[src/verilog/cgo_defs.svh]
// Register map, field positions, reset values and codes of the channel gain, offset and filter block
`ifndef CGO_DEFS_SVH
`define CGO_DEFS_SVH

// Register indices as printed; the byte address is four times the index
`define CGO_IDX_GAIN_OFS     8'h37
`define CGO_IDX_OFS_COPY     8'h38
`define CGO_IDX_PAT_HPF      8'h39
`define CGO_ADDR_GAIN_OFS    {2'b00, `CGO_IDX_GAIN_OFS, 2'b00}
`define CGO_ADDR_OFS_COPY    {2'b00, `CGO_IDX_OFS_COPY, 2'b00}
`define CGO_ADDR_PAT_HPF     {2'b00, `CGO_IDX_PAT_HPF, 2'b00}
// Global enables and a sample counter, placed after the printed map
`define CGO_ADDR_GLOBAL_CTRL 12'h100
`define CGO_ADDR_STATUS      12'h104

// Reset value shared by every register
`define CGO_RST_REG          16'h0000

// Gain and offset register fields
`define CGO_GAIN_MSB         15
`define CGO_GAIN_LSB         11
`define CGO_OFS_MSB          9
`define CGO_OFS_LSB          0

// Pattern and filter register fields
`define CGO_PRBS_MSB         15
`define CGO_PRBS_LSB         12
`define CGO_CODE13_MSB       11
`define CGO_CODE13_LSB       9
`define CGO_CODE14_MSB       8
`define CGO_CODE14_LSB       6
`define CGO_CORNER_MSB       4
`define CGO_CORNER_LSB       1
`define CGO_HPF_EN_BIT       0

// Global control register fields
`define CGO_GAIN_EN_BIT      0
`define CGO_OFS_EN_BIT       1
`define CGO_IND_PAT_BIT      2
`define CGO_HPF_GRP3_BIT     3

// Fixed-point scaling: unity gain in Q12, filter state fraction bits
`define CGO_GAIN_UNITY       16'h1000
`define CGO_GAIN_FRAC        12
`define CGO_HPF_FRAC         8
`define CGO_SMP_MAX          14'h1FFF
`define CGO_SMP_MIN          14'h2000
`define CGO_PRBS_SEED        15'h7FFF
`define CGO_ALT_A            14'h2AAA
`define CGO_ALT_B            14'h1555
`define CGO_ALL_ONES         14'h3FFF

// AXI response codes
`define CGO_RESP_OKAY        2'b00
`define CGO_RESP_SLVERR      2'b10

`endif

[src/verilog/cgo_pkg.sv]
// Types and the gain lookup table of the channel gain, offset and filter block
package cgo_pkg;

   // Signed 14-bit sample
   typedef logic signed [13:0] cgo_smp_t;

   // Fixed test pattern codes for outputs 13 and 14
   typedef enum logic [2:0] {
      CGO_PAT_NONE   = 3'h0,
      CGO_PAT_ZEROS  = 3'h1,
      CGO_PAT_ONES   = 3'h2,
      CGO_PAT_TOGGLE = 3'h3,
      CGO_PAT_RAMP   = 3'h4
   } cgo_pat_e;

   // Gain of N x 0.2 dB in Q12, N = 0 to 31
   localparam logic [15:0] CGO_GAIN_LUT [32] = '{
      16'h1000, 16'h105F, 16'h10C1, 16'h1125, 16'h118B, 16'h11F4, 16'h125F, 16'h12CC,
      16'h133C, 16'h13AF, 16'h1425, 16'h149D, 16'h1518, 16'h1595, 16'h1616, 16'h169A,
      16'h1720, 16'h17AA, 16'h1837, 16'h18C8, 16'h195C, 16'h19F3, 16'h1A8E, 16'h1B2C,
      16'h1BCE, 16'h1C74, 16'h1D1E, 16'h1DCB, 16'h1E7D, 16'h1F33, 16'h1FED, 16'h20AB};

endpackage

[src/verilog/cgo_buf2.sv]
// Small FIFO between the sample datapath and the output stream
`timescale 1ns/1ns
`default_nettype none
module cgo_buf2 #(
   parameter int WIDTH = 56,
   parameter int DEPTH = 2
) (
   input  wire logic             sys_clk,
   input  wire logic             rst_b,
   input  wire logic             in_valid,
   output logic                  in_ready,
   input  wire logic [WIDTH-1:0] in_data,
   output logic                  out_valid,
   input  wire logic             out_ready,
   output logic      [WIDTH-1:0] out_data
);
   localparam int AW = (DEPTH > 1) ? $clog2(DEPTH) : 1;
   localparam logic [AW:0] FULL = (AW+1)'(DEPTH);
   localparam logic [AW-1:0] LAST = AW'(DEPTH - 1);

   logic [WIDTH-1:0] mem_q [DEPTH];
   logic [AW-1:0]    wr_ptr_q;
   logic [AW-1:0]    rd_ptr_q;
   logic [AW:0]      cnt_q;
   logic             push;
   logic             pop;

   // Full and empty come straight from the fill count
   assign in_ready  = (cnt_q != FULL);
   assign out_valid = (cnt_q != '0);
   assign out_data  = mem_q[rd_ptr_q];
   assign push      = in_valid & in_ready;
   assign pop       = out_valid & out_ready;

   // Storage is not reset; nothing reads it while empty
   always_ff @(posedge sys_clk) begin
      if (push) begin
         mem_q[wr_ptr_q] <= in_data;
      end
   end

   // Pointers and fill count
   always_ff @(posedge sys_clk or negedge rst_b) begin
      if (!rst_b) begin
         wr_ptr_q <= '0;
         rd_ptr_q <= '0;
         cnt_q    <= '0;
      end else begin
         if (push) begin
            wr_ptr_q <= (wr_ptr_q == LAST) ? '0 : wr_ptr_q + 1'b1;
         end
         if (pop) begin
            rd_ptr_q <= (rd_ptr_q == LAST) ? '0 : rd_ptr_q + 1'b1;
         end
         if (push && !pop) begin
            cnt_q <= cnt_q + 1'b1;
         end else if (pop && !push) begin
            cnt_q <= cnt_q - 1'b1;
         end
      end
   end
endmodule // cgo_buf2
`default_nettype wire

[src/verilog/cgo_top.sv]
// Gain, offset, high-pass filter and test pattern stage for channels 13 to 16
//
// The AXI4-Lite interface to the registers was chosen for this implementation.
`timescale 1ns/1ns
`default_nettype none
`include "cgo_defs.svh"

// What this block does
// - Channel 16 gain field N scales that channel by N times 0.2 dB.
// - Gain applies only while the global gain enable is 1.
// - Channel 16 offset is 10-bit two's complement in 14-bit LSBs, added.
// - Offset applies only while the global offset enable is 1.
// - With independent select, per-output bits enable PRBS on outputs 13 to 16.
// - With independent select, 3-bit codes pick patterns for outputs 13 and 14.
// - Filter output is 2^k/(2^k+1) times (x(n) - x(n-1) + y(n-1)).
// - The corner field acts only while the group filter enable is 1.
// - Filter enable bit 0 resets to 0 (bypass); 1 filters all four channels.
// - All fields but the status sample count are read/write; all reset to zero.
module cgo_top
   import cgo_pkg::*;
(
   input  wire logic        sys_clk,
   input  wire logic        rst_b,
   input  wire logic [11:0] s_axi_awaddr,
   input  wire logic        s_axi_awvalid,
   output logic             s_axi_awready,
   input  wire logic [31:0] s_axi_wdata,
   input  wire logic [3:0]  s_axi_wstrb,
   input  wire logic        s_axi_wvalid,
   output logic             s_axi_wready,
   output logic [1:0]       s_axi_bresp,
   output logic             s_axi_bvalid,
   input  wire logic        s_axi_bready,
   input  wire logic [11:0] s_axi_araddr,
   input  wire logic        s_axi_arvalid,
   output logic             s_axi_arready,
   output logic [31:0]      s_axi_rdata,
   output logic [1:0]       s_axi_rresp,
   output logic             s_axi_rvalid,
   input  wire logic        s_axi_rready,
   input  wire logic        smp_valid,
   output logic             smp_ready,
   input  wire logic [13:0] smp_ch13,
   input  wire logic [13:0] smp_ch14,
   input  wire logic [13:0] smp_ch15,
   input  wire logic [13:0] smp_ch16,
   output logic             out_valid,
   input  wire logic        out_ready,
   output logic [13:0]      out_ch13,
   output logic [13:0]      out_ch14,
   output logic [13:0]      out_ch15,
   output logic [13:0]      out_ch16
);
   logic        rst_meta_q;
   logic        rst_sync_b;
   logic [15:0] gain_ofs_q;
   logic [15:0] ofs_copy_q;
   logic [15:0] pat_hpf_q;
   logic [3:0]  global_ctrl_q;
   logic [15:0] smp_count_q;
   logic        aw_have_q;
   logic        w_have_q;
   logic [11:0] awaddr_q;
   logic [31:0] wdata_q;
   logic [3:0]  wstrb_q;
   logic        aw_fire;
   logic        w_fire;
   logic        do_write;
   logic [11:0] wr_addr;
   logic [31:0] wr_data;
   logic [3:0]  wr_strb;
   logic        accept;
   logic        buf_in_ready;
   logic [55:0] buf_in_data;
   logic [55:0] buf_out_data;
   logic [14:0] prbs_q;
   logic        alt_q;
   logic [13:0] ramp_q;
   cgo_smp_t    smp_in [4];
   cgo_smp_t    filt [4];
   cgo_smp_t    proc [4];
   cgo_smp_t    final_smp [4];

   // Named register fields
   logic [4:0]  ch16_digital_gain;
   logic [9:0]  ch16_digital_offset;
   logic        global_gain_enable;
   logic        global_offset_enable;
   logic        independent_pattern_select;
   logic [3:0]  prbs_enable;
   logic [2:0]  pattern_code_out13;
   logic [2:0]  pattern_code_out14;
   logic [3:0]  filter_corner_k_group4;
   logic        filter_enable_group4;

   assign ch16_digital_gain          = gain_ofs_q[`CGO_GAIN_MSB:`CGO_GAIN_LSB];
   assign ch16_digital_offset        = gain_ofs_q[`CGO_OFS_MSB:`CGO_OFS_LSB];
   assign global_gain_enable         = global_ctrl_q[`CGO_GAIN_EN_BIT];
   assign global_offset_enable       = global_ctrl_q[`CGO_OFS_EN_BIT];
   assign independent_pattern_select = global_ctrl_q[`CGO_IND_PAT_BIT];
   assign prbs_enable                = pat_hpf_q[`CGO_PRBS_MSB:`CGO_PRBS_LSB];
   assign pattern_code_out13         = pat_hpf_q[`CGO_CODE13_MSB:`CGO_CODE13_LSB];
   assign pattern_code_out14         = pat_hpf_q[`CGO_CODE14_MSB:`CGO_CODE14_LSB];
   assign filter_corner_k_group4     = pat_hpf_q[`CGO_CORNER_MSB:`CGO_CORNER_LSB];
   assign filter_enable_group4       = pat_hpf_q[`CGO_HPF_EN_BIT];

   // Clamp a wide signed value into the 14-bit sample range
   function automatic cgo_smp_t sat14(input logic signed [31:0] v);
      if (v > 32'sd8191) begin
         sat14 = `CGO_SMP_MAX;
      end else if (v < -32'sd8192) begin
         sat14 = `CGO_SMP_MIN;
      end else begin
         sat14 = v[13:0];
      end
   endfunction

   // Reset release through two flops so every flop leaves reset on one edge
   always_ff @(posedge sys_clk or negedge rst_b) begin
      if (!rst_b) begin
         rst_meta_q <= 1'b0;
         rst_sync_b <= 1'b0;
      end else begin
         rst_meta_q <= 1'b1;
         rst_sync_b <= rst_meta_q;
      end
   end

   // Write channel: address and data are taken in any order, answered once both are in
   assign s_axi_awready = !aw_have_q && !s_axi_bvalid;
   assign s_axi_wready  = !w_have_q && !s_axi_bvalid;
   assign aw_fire       = s_axi_awvalid && s_axi_awready;
   assign w_fire        = s_axi_wvalid && s_axi_wready;
   assign do_write      = (aw_have_q || aw_fire) && (w_have_q || w_fire);
   assign wr_addr       = aw_have_q ? awaddr_q : s_axi_awaddr;
   assign wr_data       = w_have_q ? wdata_q : s_axi_wdata;
   assign wr_strb       = w_have_q ? wstrb_q : s_axi_wstrb;

   always_ff @(posedge sys_clk or negedge rst_sync_b) begin
      if (!rst_sync_b) begin
         aw_have_q    <= 1'b0;
         w_have_q     <= 1'b0;
         awaddr_q     <= 12'h000;
         wdata_q      <= 32'h0000_0000;
         wstrb_q      <= 4'h0;
         s_axi_bvalid <= 1'b0;
         s_axi_bresp  <= `CGO_RESP_OKAY;
      end else begin
         if (do_write) begin
            aw_have_q    <= 1'b0;
            w_have_q     <= 1'b0;
            s_axi_bvalid <= 1'b1;
            if (wr_addr == `CGO_ADDR_GAIN_OFS || wr_addr == `CGO_ADDR_OFS_COPY ||
                wr_addr == `CGO_ADDR_PAT_HPF || wr_addr == `CGO_ADDR_GLOBAL_CTRL ||
                wr_addr == `CGO_ADDR_STATUS) begin
               s_axi_bresp <= `CGO_RESP_OKAY;
            end else begin
               s_axi_bresp <= `CGO_RESP_SLVERR;
            end
         end else begin
            if (aw_fire) begin
               aw_have_q <= 1'b1;
               awaddr_q  <= s_axi_awaddr;
            end
            if (w_fire) begin
               w_have_q <= 1'b1;
               wdata_q  <= s_axi_wdata;
               wstrb_q  <= s_axi_wstrb;
            end
            if (s_axi_bvalid && s_axi_bready) begin
               s_axi_bvalid <= 1'b0;
            end
         end
      end
   end

   // Register storage; reserved bits are kept as written, all reset to zero
   always_ff @(posedge sys_clk or negedge rst_sync_b) begin
      if (!rst_sync_b) begin
         gain_ofs_q    <= `CGO_RST_REG;
         ofs_copy_q    <= `CGO_RST_REG;
         pat_hpf_q     <= `CGO_RST_REG;
         global_ctrl_q <= 4'h0;
      end else if (do_write) begin
         if (wr_addr == `CGO_ADDR_GAIN_OFS) begin
            if (wr_strb[0]) gain_ofs_q[7:0] <= wr_data[7:0];
            if (wr_strb[1]) gain_ofs_q[15:8] <= wr_data[15:8];
         end else if (wr_addr == `CGO_ADDR_OFS_COPY) begin
            if (wr_strb[0]) ofs_copy_q[7:0] <= wr_data[7:0];
            if (wr_strb[1]) ofs_copy_q[15:8] <= wr_data[15:8];
         end else if (wr_addr == `CGO_ADDR_PAT_HPF) begin
            if (wr_strb[0]) pat_hpf_q[7:0] <= wr_data[7:0];
            if (wr_strb[1]) pat_hpf_q[15:8] <= wr_data[15:8];
         end else if (wr_addr == `CGO_ADDR_GLOBAL_CTRL) begin
            if (wr_strb[0]) global_ctrl_q <= wr_data[3:0];
         end
      end
   end

   // Read channel: one read at a time, data one cycle after the address
   assign s_axi_arready = !s_axi_rvalid;

   always_ff @(posedge sys_clk or negedge rst_sync_b) begin
      if (!rst_sync_b) begin
         s_axi_rvalid <= 1'b0;
         s_axi_rdata  <= 32'h0000_0000;
         s_axi_rresp  <= `CGO_RESP_OKAY;
      end else if (s_axi_arvalid && s_axi_arready) begin
         s_axi_rvalid <= 1'b1;
         s_axi_rresp  <= `CGO_RESP_OKAY;
         if (s_axi_araddr == `CGO_ADDR_GAIN_OFS) begin
            s_axi_rdata <= {16'h0000, gain_ofs_q};
         end else if (s_axi_araddr == `CGO_ADDR_OFS_COPY) begin
            s_axi_rdata <= {16'h0000, ofs_copy_q};
         end else if (s_axi_araddr == `CGO_ADDR_PAT_HPF) begin
            s_axi_rdata <= {16'h0000, pat_hpf_q};
         end else if (s_axi_araddr == `CGO_ADDR_GLOBAL_CTRL) begin
            s_axi_rdata <= {28'h000_0000, global_ctrl_q};
         end else if (s_axi_araddr == `CGO_ADDR_STATUS) begin
            s_axi_rdata <= {16'h0000, smp_count_q};
         end else begin
            s_axi_rdata <= 32'h0000_0000;
            s_axi_rresp <= `CGO_RESP_SLVERR;
         end
      end else if (s_axi_rvalid && s_axi_rready) begin
         s_axi_rvalid <= 1'b0;
      end
   end

   // A sample set is taken only when the output buffer has room, so stalls reach the source
   assign smp_ready = buf_in_ready;
   assign accept    = smp_valid && buf_in_ready;
   assign smp_in[0] = smp_ch13;
   assign smp_in[1] = smp_ch14;
   assign smp_in[2] = smp_ch15;
   assign smp_in[3] = smp_ch16;

   // First-order high-pass per channel; 1/(2^k+1) is a three-term series, error below 2^-3k
   for (genvar i = 0; i < 4; i++) begin : g_hpf
      logic signed [31:0] xs;
      logic signed [31:0] xps;
      logic signed [31:0] sum;
      logic signed [31:0] cut;
      logic signed [31:0] y;
      logic signed [31:0] yp_q;
      cgo_smp_t           xp_q;
      logic [5:0]         k1;

      always_comb begin
         k1  = {2'b00, filter_corner_k_group4};
         xs  = {{10{smp_in[i][13]}}, smp_in[i], 8'h00};
         xps = {{10{xp_q[13]}}, xp_q, 8'h00};
         sum = xs - xps + yp_q;
         cut = (sum >>> k1) - (sum >>> (k1 << 1)) + (sum >>> (k1 + (k1 << 1)));
         y   = sum - cut;
      end

      // Input history is kept while bypassed and output history held at zero, so enabling does not start from a stale sample
      always_ff @(posedge sys_clk or negedge rst_sync_b) begin
         if (!rst_sync_b) begin
            xp_q <= 14'h0000;
            yp_q <= 32'h0000_0000;
         end else if (accept) begin
            xp_q <= smp_in[i];
            yp_q <= filter_enable_group4 ? y : 32'h0000_0000;
         end
      end

      assign filt[i] = filter_enable_group4 ? sat14(y >>> `CGO_HPF_FRAC) : smp_in[i];
   end

   // Channel 16 gain and offset; channels 13 to 15 pass through here
   logic [15:0]        gain_q12;
   logic signed [31:0] prod;
   logic signed [31:0] ofs_ext;

   always_comb begin
      gain_q12 = global_gain_enable ? CGO_GAIN_LUT[ch16_digital_gain] : `CGO_GAIN_UNITY;
      prod     = 32'(filt[3]) * $signed({16'h0000, gain_q12});
      ofs_ext  = global_offset_enable ? 32'($signed(ch16_digital_offset)) : 32'h0000_0000;
   end

   assign proc[0] = filt[0];
   assign proc[1] = filt[1];
   assign proc[2] = filt[2];
   assign proc[3] = sat14((prod >>> `CGO_GAIN_FRAC) + ofs_ext);

   // Pattern sources advance once per accepted sample set
   always_ff @(posedge sys_clk or negedge rst_sync_b) begin
      if (!rst_sync_b) begin
         prbs_q <= `CGO_PRBS_SEED;
         alt_q  <= 1'b0;
         ramp_q <= 14'h0000;
      end else if (accept) begin
         prbs_q <= {prbs_q[13:0], prbs_q[14] ^ prbs_q[13]};
         alt_q  <= !alt_q;
         ramp_q <= ramp_q + 14'h0001;
      end
   end

   // Per-output pattern override; PRBS takes priority over a fixed code
   for (genvar i = 0; i < 4; i++) begin : g_pat
      logic [2:0] code;
      cgo_smp_t   fixed;

      always_comb begin
         code  = (i == 0) ? pattern_code_out13 : (i == 1) ? pattern_code_out14 : 3'h0;
         fixed = proc[i];
         if (independent_pattern_select) begin
            case (code)
               CGO_PAT_ZEROS:  fixed = 14'h0000;
               CGO_PAT_ONES:   fixed = `CGO_ALL_ONES;
               CGO_PAT_TOGGLE: fixed = alt_q ? `CGO_ALT_B : `CGO_ALT_A;
               CGO_PAT_RAMP:   fixed = ramp_q;
               default:        fixed = proc[i];
            endcase
         end
      end

      // A pattern bypasses filter, gain and offset entirely
      assign final_smp[i] = (independent_pattern_select && prbs_enable[3-i]) ? prbs_q[13:0] : fixed;
   end

   // Count of sample sets accepted, visible in the status register
   always_ff @(posedge sys_clk or negedge rst_sync_b) begin
      if (!rst_sync_b) begin
         smp_count_q <= 16'h0000;
      end else if (accept) begin
         smp_count_q <= smp_count_q + 16'h0001;
      end
   end

   assign buf_in_data = {final_smp[3], final_smp[2], final_smp[1], final_smp[0]};

   // Two-entry buffer so a stall by the receiver loses no sample set
   cgo_buf2 #(
      .WIDTH (56),
      .DEPTH (2)
   ) u_buf (
      .sys_clk   (sys_clk),
      .rst_b     (rst_sync_b),
      .in_valid  (smp_valid),
      .in_ready  (buf_in_ready),
      .in_data   (buf_in_data),
      .out_valid (out_valid),
      .out_ready (out_ready),
      .out_data  (buf_out_data)
   );

   assign out_ch13 = buf_out_data[13:0];
   assign out_ch14 = buf_out_data[27:14];
   assign out_ch15 = buf_out_data[41:28];
   assign out_ch16 = buf_out_data[55:42];
endmodule // cgo_top
`default_nettype wire

[config.mk]
export PLATFORM = sky130hd
export DESIGN_NAME = cgo_top
export DESIGN_NICKNAME = d
export VERILOG_FILES = /design/src/verilog/cgo_pkg.sv /design/src/verilog/cgo_buf2.sv /design/src/verilog/cgo_top.sv
export VERILOG_INCLUDE_DIRS = /design/src /design/src/verilog
export SDC_FILE = /design/constraint.sdc
export NUM_CORES = 2
export LEC_CHECK = 0
export BUFFER_PORTS_ARGS = -buffer_cell sky130_fd_sc_hd__buf_2
export CAP_MARGIN = 20
export CORE_ASPECT_RATIO = 2
export CORE_MARGIN = 4
export CORE_UTILIZATION = 25
export CTS_BUF_LIST = sky130_fd_sc_hd__clkbuf_4 sky130_fd_sc_hd__clkbuf_8 sky130_fd_sc_hd__clkbuf_16
export DETAILED_ROUTE_END_ITERATION = 8
export GPL_ROUTABILITY_DRIVEN = 0
export PLACE_DENSITY = 0.49
export SYNTH_ARGS = -nofsm -noshare
export SYNTH_HDL_FRONTEND = slang
export SYNTH_HIERARCHICAL = 1
export SYNTH_SLANG_ARGS = --single-unit
[constraint.sdc]
create_clock -name sys_clk -period 10.5 [get_ports sys_clk]
set_input_delay 1.575 -clock sys_clk [delete_from_list [all_inputs] [get_ports sys_clk]]
set_output_delay 1.575 -clock sys_clk [all_outputs]
set_load 0.05 [all_outputs]
# Yosys cells after proc, flatten, opt, wreduce, memory -nomap -nowiden
# Memory sizes are Yosys's and may differ from the RTL's.
# Index checks and enable logic that the tools add are counted.
# word_totals
regBits	358
rom_bits	512
word_cells	217
memories	2
ramBits	112
output_inout_bits	99
# op_classes
muxes	59
bitwise	8
n_shift	12
addsub	28
mul	1
reduce_logical	43
n_lt_le_gt_ge	11
eq_ne	19
# mem_list
memory	words	width	read_ports	rd_ports_with_merged_regs	wr	line	text
(no name shown)	32	16	1	0	0	cgo_top.sv:278	gain_q12 = global_gain_enable ? CGO_GAIN_LUT[ch16_digital_gain] : `CGO_GAIN_UNITY;
u_buf.mem_q	2	56	1	0	1	cgo_buf2.sv:21	logic [WIDTH-1:0] mem_q [DEPTH];
# op_table
operator	n
14-bit 2-to-1 mux	21
32-bit subtractor	8
32-bit 2-to-1 mux	5
16-bit 2-to-1 mux	9
23-bit by 32-bit adder with 32-bit output	4
32-bit adder	4
32-bit by 4-bit >>> shifter with 32-bit output	4
32-bit by 5-bit >>> shifter with 32-bit output	4
32-bit by 6-bit >>> shifter with 32-bit output	4
14-bit case mux with 4 select lines	2
24-bit by 14-bit > comparator with 1-bit output, second input constant	4
24-bit by 14-bit < comparator with 1-bit output, second input constant	4
22-bit by 22-bit subtractor with 23-bit output	4
12-bit by 8-bit equality test with 1-bit output, second input constant	6
12-bit by 9-bit equality test with 1-bit output, second input constant	4
19-bit by 32-bit adder with 32-bit output	1
32-bit by 14-bit > comparator with 1-bit output, second input constant	1
32-bit by 14-bit < comparator with 1-bit output, second input constant	1
14-bit by 17-bit multiplier with 31-bit output	1
2-bit 2-to-1 mux	9
16-bit by 1-bit adder with 16-bit output, second input constant	1
1-bit logical AND	15
14-bit by 1-bit adder with 14-bit output, second input constant	1
3-bit by 2-bit equality test with 1-bit output, second input constant	4
other kinds (22)	60

# Logic depth before layout (Yosys ltp)
# depth
ltp_word	16
depth_mapped	76
ltp_nobuf	73

# Modules after synthesis
# Netlist, hierarchy kept.
# by_module_without_submodules
module	area_per_inst_um2	n_inst	cells_each	seq_area_each_um2
cgo_top	60006.3	1	7802	8426.8
cgo_buf2	4355.4	1	192	3463.3

# Worst setup path after synthesis
# No wires, ideal clock.
# synth_path
kind	input -> register
from	in smp_ch16[7]
to	mem u_buf.mem_q[0][45], data pin
arrival_ns	17.754
path_buffers	3
t_required_ns	10.343
setup_time_ns	0.157
cell_stages	71
setup_slack_ns	-7.411
cell_sequence	inv_1 -> fa_1 -> inv_1 -> ha_1 -> a21o_1 -> a21o_1 -> a21o_1 -> a21o_1 -> a21oi_1 -> o21ai_0 -> a21o_1 -> and3_1 -> nor3_1 -> nor2_1 -> o21ba_2 -> mux2i_1 -> mux2_2 -> and2_1 -> [... 35 more ...] -> o21ai_0 -> xor2_1 -> ha_1 -> a21o_1 -> a21oi_1 -> o21bai_1 -> a21oi_1 -> o21bai_1 -> a211oi_1 -> o21bai_1 -> a31o_2 -> a21oi_1 -> xnor2_1 -> nand4_1 -> o31ai_1 -> clkbuf_1 -> nand2_1 -> a21oi_1
# synth_via
elab_chain_cells	16
# synth_rtl
element	line	text
from (decl)	cgo_top.sv:46	input wire logic [13:0] smp_ch16,
22-bit by 22-bit subtractor with 23-bit output	cgo_top.sv:253	sum = xs - xps + yp_q;
23-bit by 32-bit adder with 32-bit output	cgo_top.sv:253	
32-bit by 5-bit >>> shifter with 32-bit output or 32-bit by 4-bit >>> shifter with 32-bit output (tied branches)	cgo_top.sv:254	cut = (sum >>> k1) - (sum >>> (k1 << 1)) + (sum >>> (k1 + (k1 << 1)));
32-bit subtractor	cgo_top.sv:254	
32-bit adder	cgo_top.sv:254	
32-bit subtractor	cgo_top.sv:255	y = sum - cut;
24-bit by 14-bit < comparator with 1-bit output	cgo_top.sv:111	end else if (v < -32'sd8192) begin
14-bit 2-to-1 mux	cgo_top.sv:111	
14-bit 2-to-1 mux	cgo_top.sv:109	if (v > 32'sd8191) begin
14-bit 2-to-1 mux (*)	cgo_top.sv:269	assign filt[i] = filter_enable_group4 ? sat14(y >>> `CGO_HPF_FRAC) : smp_in[i];
14-bit by 17-bit multiplier with 31-bit output (*)	cgo_top.sv:279	prod = 32'(filt[3]) * $signed({16'h0000, gain_q12});
19-bit by 32-bit adder with 32-bit output (*)	cgo_top.sv:286	assign proc[3] = sat14((prod >>> `CGO_GAIN_FRAC) + ofs_ext);
32-bit by 14-bit < comparator with 1-bit output	cgo_top.sv:111	
14-bit 2-to-1 mux	cgo_top.sv:111	
14-bit 2-to-1 mux (*)	cgo_top.sv:109	
14-bit 2-to-1 mux (*)	cgo_top.sv:321	assign final_smp[i] = (independent_pattern_select && prbs_enable[3-i]) ? prbs_q[13:0] : fixed;
via buf_in_data[45]	cgo_top.sv:74	logic [55:0] buf_in_data;
to (decl)	cgo_buf2.sv:21	
# Mark *: on every way through the listed nets, which the timed path passes. The rest lies on a longest branch.

# Worst setup path after layout
# layout_path
from	in smp_ch16[2]
to	mem u_buf.mem_q[1][50], data pin
# The elaborated chain is that of the path after synthesis.

==> flow_metrics.env <==
export IMPL_synth_top_area_cell="fa_1"
export IMPL_numCtsBuffers=49
export IMPL_yosysMostFrequentCell="nand2_1"
export IMPL_gr_usage_all_layers=0.234
export IMPL_hold_viol_final=0
export IMPL_synth_cell_type_count=106
export IMPL_nets=10900
export IMPL_postRouteAntennaNets=0
export IMPL_ys_seq_area_frac=0.185
export IMPL_first_pass_iters=8
export IMPL_crit_top_cell="inv_2"
export IMPL_wl_per_cell_microns=24.4
export IMPL_violations="setup timing"
export IMPL_setup_violations=54
export IMPL_drv_slew=0
export IMPL_skew_ps=63.3
export IMPL_cts_root_buf="clkbuf_16"
export IMPL_max_slew_worst_pin_slew_ps=1310
export IMPL_wl_microns=324000
export IMPL_antenna_found_initial=7
export IMPL_arrival_ps=17180
export IMPL_synth_edf_count=112
export IMPL_placementRows=263
export IMPL_grt_max_degree=143
export IMPL_synth_seq_cells=452
export IMPL_vias_per_cell=5.20
export IMPL_rr_startpoint="g_hpf[3].yp_q[1]"
export IMPL_post_route_util=0.347
export IMPL_port_buffers=187
export IMPL_cts_sinks=452
export IMPL_clk_path_buf_depth=3
export IMPL_grt_pass1_vias=72400
export IMPL_grt_first_pass_wirelength_microns=466000
export IMPL_syn_inst=7994
export IMPL_synth_area_sq_um=64400
export IMPL_cts_hold_buf=0
export IMPL_synth_ff_type="dfrtp_1"
export IMPL_cts_htree_levels=2
export IMPL_dieHeight_microns=726
export IMPL_fmax_ghz=0.0600
export IMPL_dieArea_sq_um=266000
export IMPL_yosys_warnings=6
export IMPL_place_inst=13000
export IMPL_drc=0
export IMPL_slowest_stage="fa_1"
export IMPL_worst_setup_path_end_kind="register"
export IMPL_ioPinCount=224
export IMPL_die_x_microns=367
export IMPL_vias=69000
export IMPL_rsz0062_at_grt="yes"
export IMPL_r2r_cells=79
export IMPL_cp_max_fo=7
export IMPL_maxCapViolations=0
export IMPL_grt_ovfl_total=0
export IMPL_finalNonFillerCells=13300
export IMPL_worstSetupStartpointType="primary input"
export IMPL_max_stage_delay_ps=530
export IMPL_slew_headroom=0.128
export IMPL_synth_avg_cell_area_sq_um=8.05
export IMPL_hpwl_microns=259000
export IMPL_reg2reg_slack_ps=-5940
export IMPL_required_ps=11010
export IMPL_core_sq_um=256000
export IMPL_drive_above_1_share=0.325
export IMPL_crit_start="smp_ch16[2]"
export IMPL_hold_path_class="reg2async"
export IMPL_yosys_top_cells_count="nand2_1 (844), inv_1 (840), nor2_1 (702), o21ai_0 (653), a21oi_1 (642)"
export IMPL_clkSlewWorstSetupHoldPaths_ps=70
export IMPL_cts_tree="done"
export IMPL_synthTopCellsByArea="fa_1 (15%), dfrtp_1 (13%), ha_1 (7.8%), edfxtp_1 (5.2%), o21ai_0 (5.1%)"
export IMPL_drt_iter0_drc=4399
export IMPL_rr_endpoint="u_buf/mem_q[1][50]"
export IMPL_clock_latency_ps=720
export IMPL_finalCriticalPeriod_ps=16670
export IMPL_status="finished with violations"
export IMPL_yosys_area_top_type_share=0.150
export IMPL_post_route_period_util=1.59
export IMPL_path_class="in2reg"
export IMPL_async_flop_share=0.752
export IMPL_start_util=0.251
export IMPL_postLayoutSetupSlackWorst_ps=-6170
export IMPL_area_growth_pct=38.1
[cell families (layout without fill, tap and decap cells)]
logic type | count (synthesis) | count (layout) | share of synthesized area
AOI/OAI and AO/OA | 2365 | 2365 | 0.230
xor gates and xnor gates | 286 | 286 | 0.0389
adders and majority gates | 884 | 884 | 0.228
buffers and inverters | 1308 | 3248 | 0.0780
DFF | 452 | 452 | 0.185
muxes | 485 | 485 | 0.0879
other | 2 | 23 | 0.000117
and+or+nand+nor | 2212 | 2212 | 0.152
[sequential cells by signal, summed over array words and instances, names as in the netlist, 2 cells and up]
register / cells
smp_count_q: 16
g_hpf.yp_q: 128
wstrb_q: 2
s_axi_rdata: 16
prbs_q: 15
u_buf/cnt_q: 2
wdata_q: 16
u_buf/mem_q: 112
gain_ofs_q: 16
global_ctrl_q: 4
pat_hpf_q: 16
ramp_q: 14
awaddr_q: 12
g_hpf.xp_q: 56
ofs_copy_q: 16
[worst max path at each step]
stage / cells past startpoint / endpoint / slack [ps]
2_1_floorplan: 70 / u_buf/mem_q[0][45] / -6060
3_3_place_gp: 80 / u_buf/mem_q[0][47] / -7710
3_5_place_dp: 80 / u_buf/mem_q[1][49] / -7760
4_1_cts: 76 / u_buf/mem_q[0][49] / -6190
5_1_grt: 83 / u_buf/mem_q[1][46] / -6790
6_report: 80 / u_buf/mem_q[1][50] / -6170
[worst max-delay path: cells and delay by family]
kind,cells,cell delay (ps)
compound gates,26,4660
fa+ha+maj,14,5010
buf+inv,19,2100
xor+xnor,4,740
simple gates,16,2800
mux,1,290
[per-layer routing]
layer	track usage	part of all wire	wire, microns
met5	0	0.00010	33
met4	0.227	0.12	40100
met3	0.0356	0.046	14900
met2	0.431	0.51	165000
met1	0.216	0.32	103000
[through the flow]
step | hold WS, ps | cell area, sq um | setup TNS (ps) | setup slack, ps
6_report | 358 | 88900 | -174810 | -6170
5_1_grt | 372 | 88900 | -204540 | -6790
4_1_cts | 359 | 86500 | -197220 | -6190
3_5_place_dp | 343 | 83300 | -377190 | -7760
3_3_place_gp | 338 | 83300 | -375290 | -7710
2_1_floorplan | 331 | 64800 | -167250 | -6060
[layout make-up]
cell class,count,area (sq um)
fillers,26600,167000
multi-input cells,6251,50600
repair buffers,2308,17300
flip-flops and latches,452,11900
well taps,3312,4140
inverters,848,3220
clock buffers,66,1400
clock inverters,26,358
diodes,4,10.0
[cells in the final DEF (no fill, tap or decap), drive strengths merged, types with 70 or more instances in the layout]
| cell | instances |
|---|---|
| a21oi | 645 |
| o211ai | 94 |
| nand2 | 844 |
| inv | 852 |
| xor2 | 93 |
| nand2b | 77 |
| ha | 401 |
| clkbuf | 70 |
| nand3 | 121 |
| o21a | 75 |
| fa | 483 |
| nor2 | 702 |
| a211oi | 122 |
| edfxtp | 112 |
| xnor2 | 193 |
| o21ai | 679 |
| o22ai | 96 |
| and2 | 86 |
| mux2i | 255 |
| nor3 | 117 |
| dfrtp | 325 |
| a21o | 176 |
| mux2 | 194 |
| buf | 2304 |
[timing repair]
item / CTS / global route
pin swaps: 155 / 219
buffers inserted: 59 / 68
gates resized for setup: 250 / 392
cloned: 1 / 3
endpoints found under the setup margin: 124 / 123
Power is left out: the tool's default activity adds up to more than one toggle a clock period on the data nets, which glitch-free logic cannot reach.
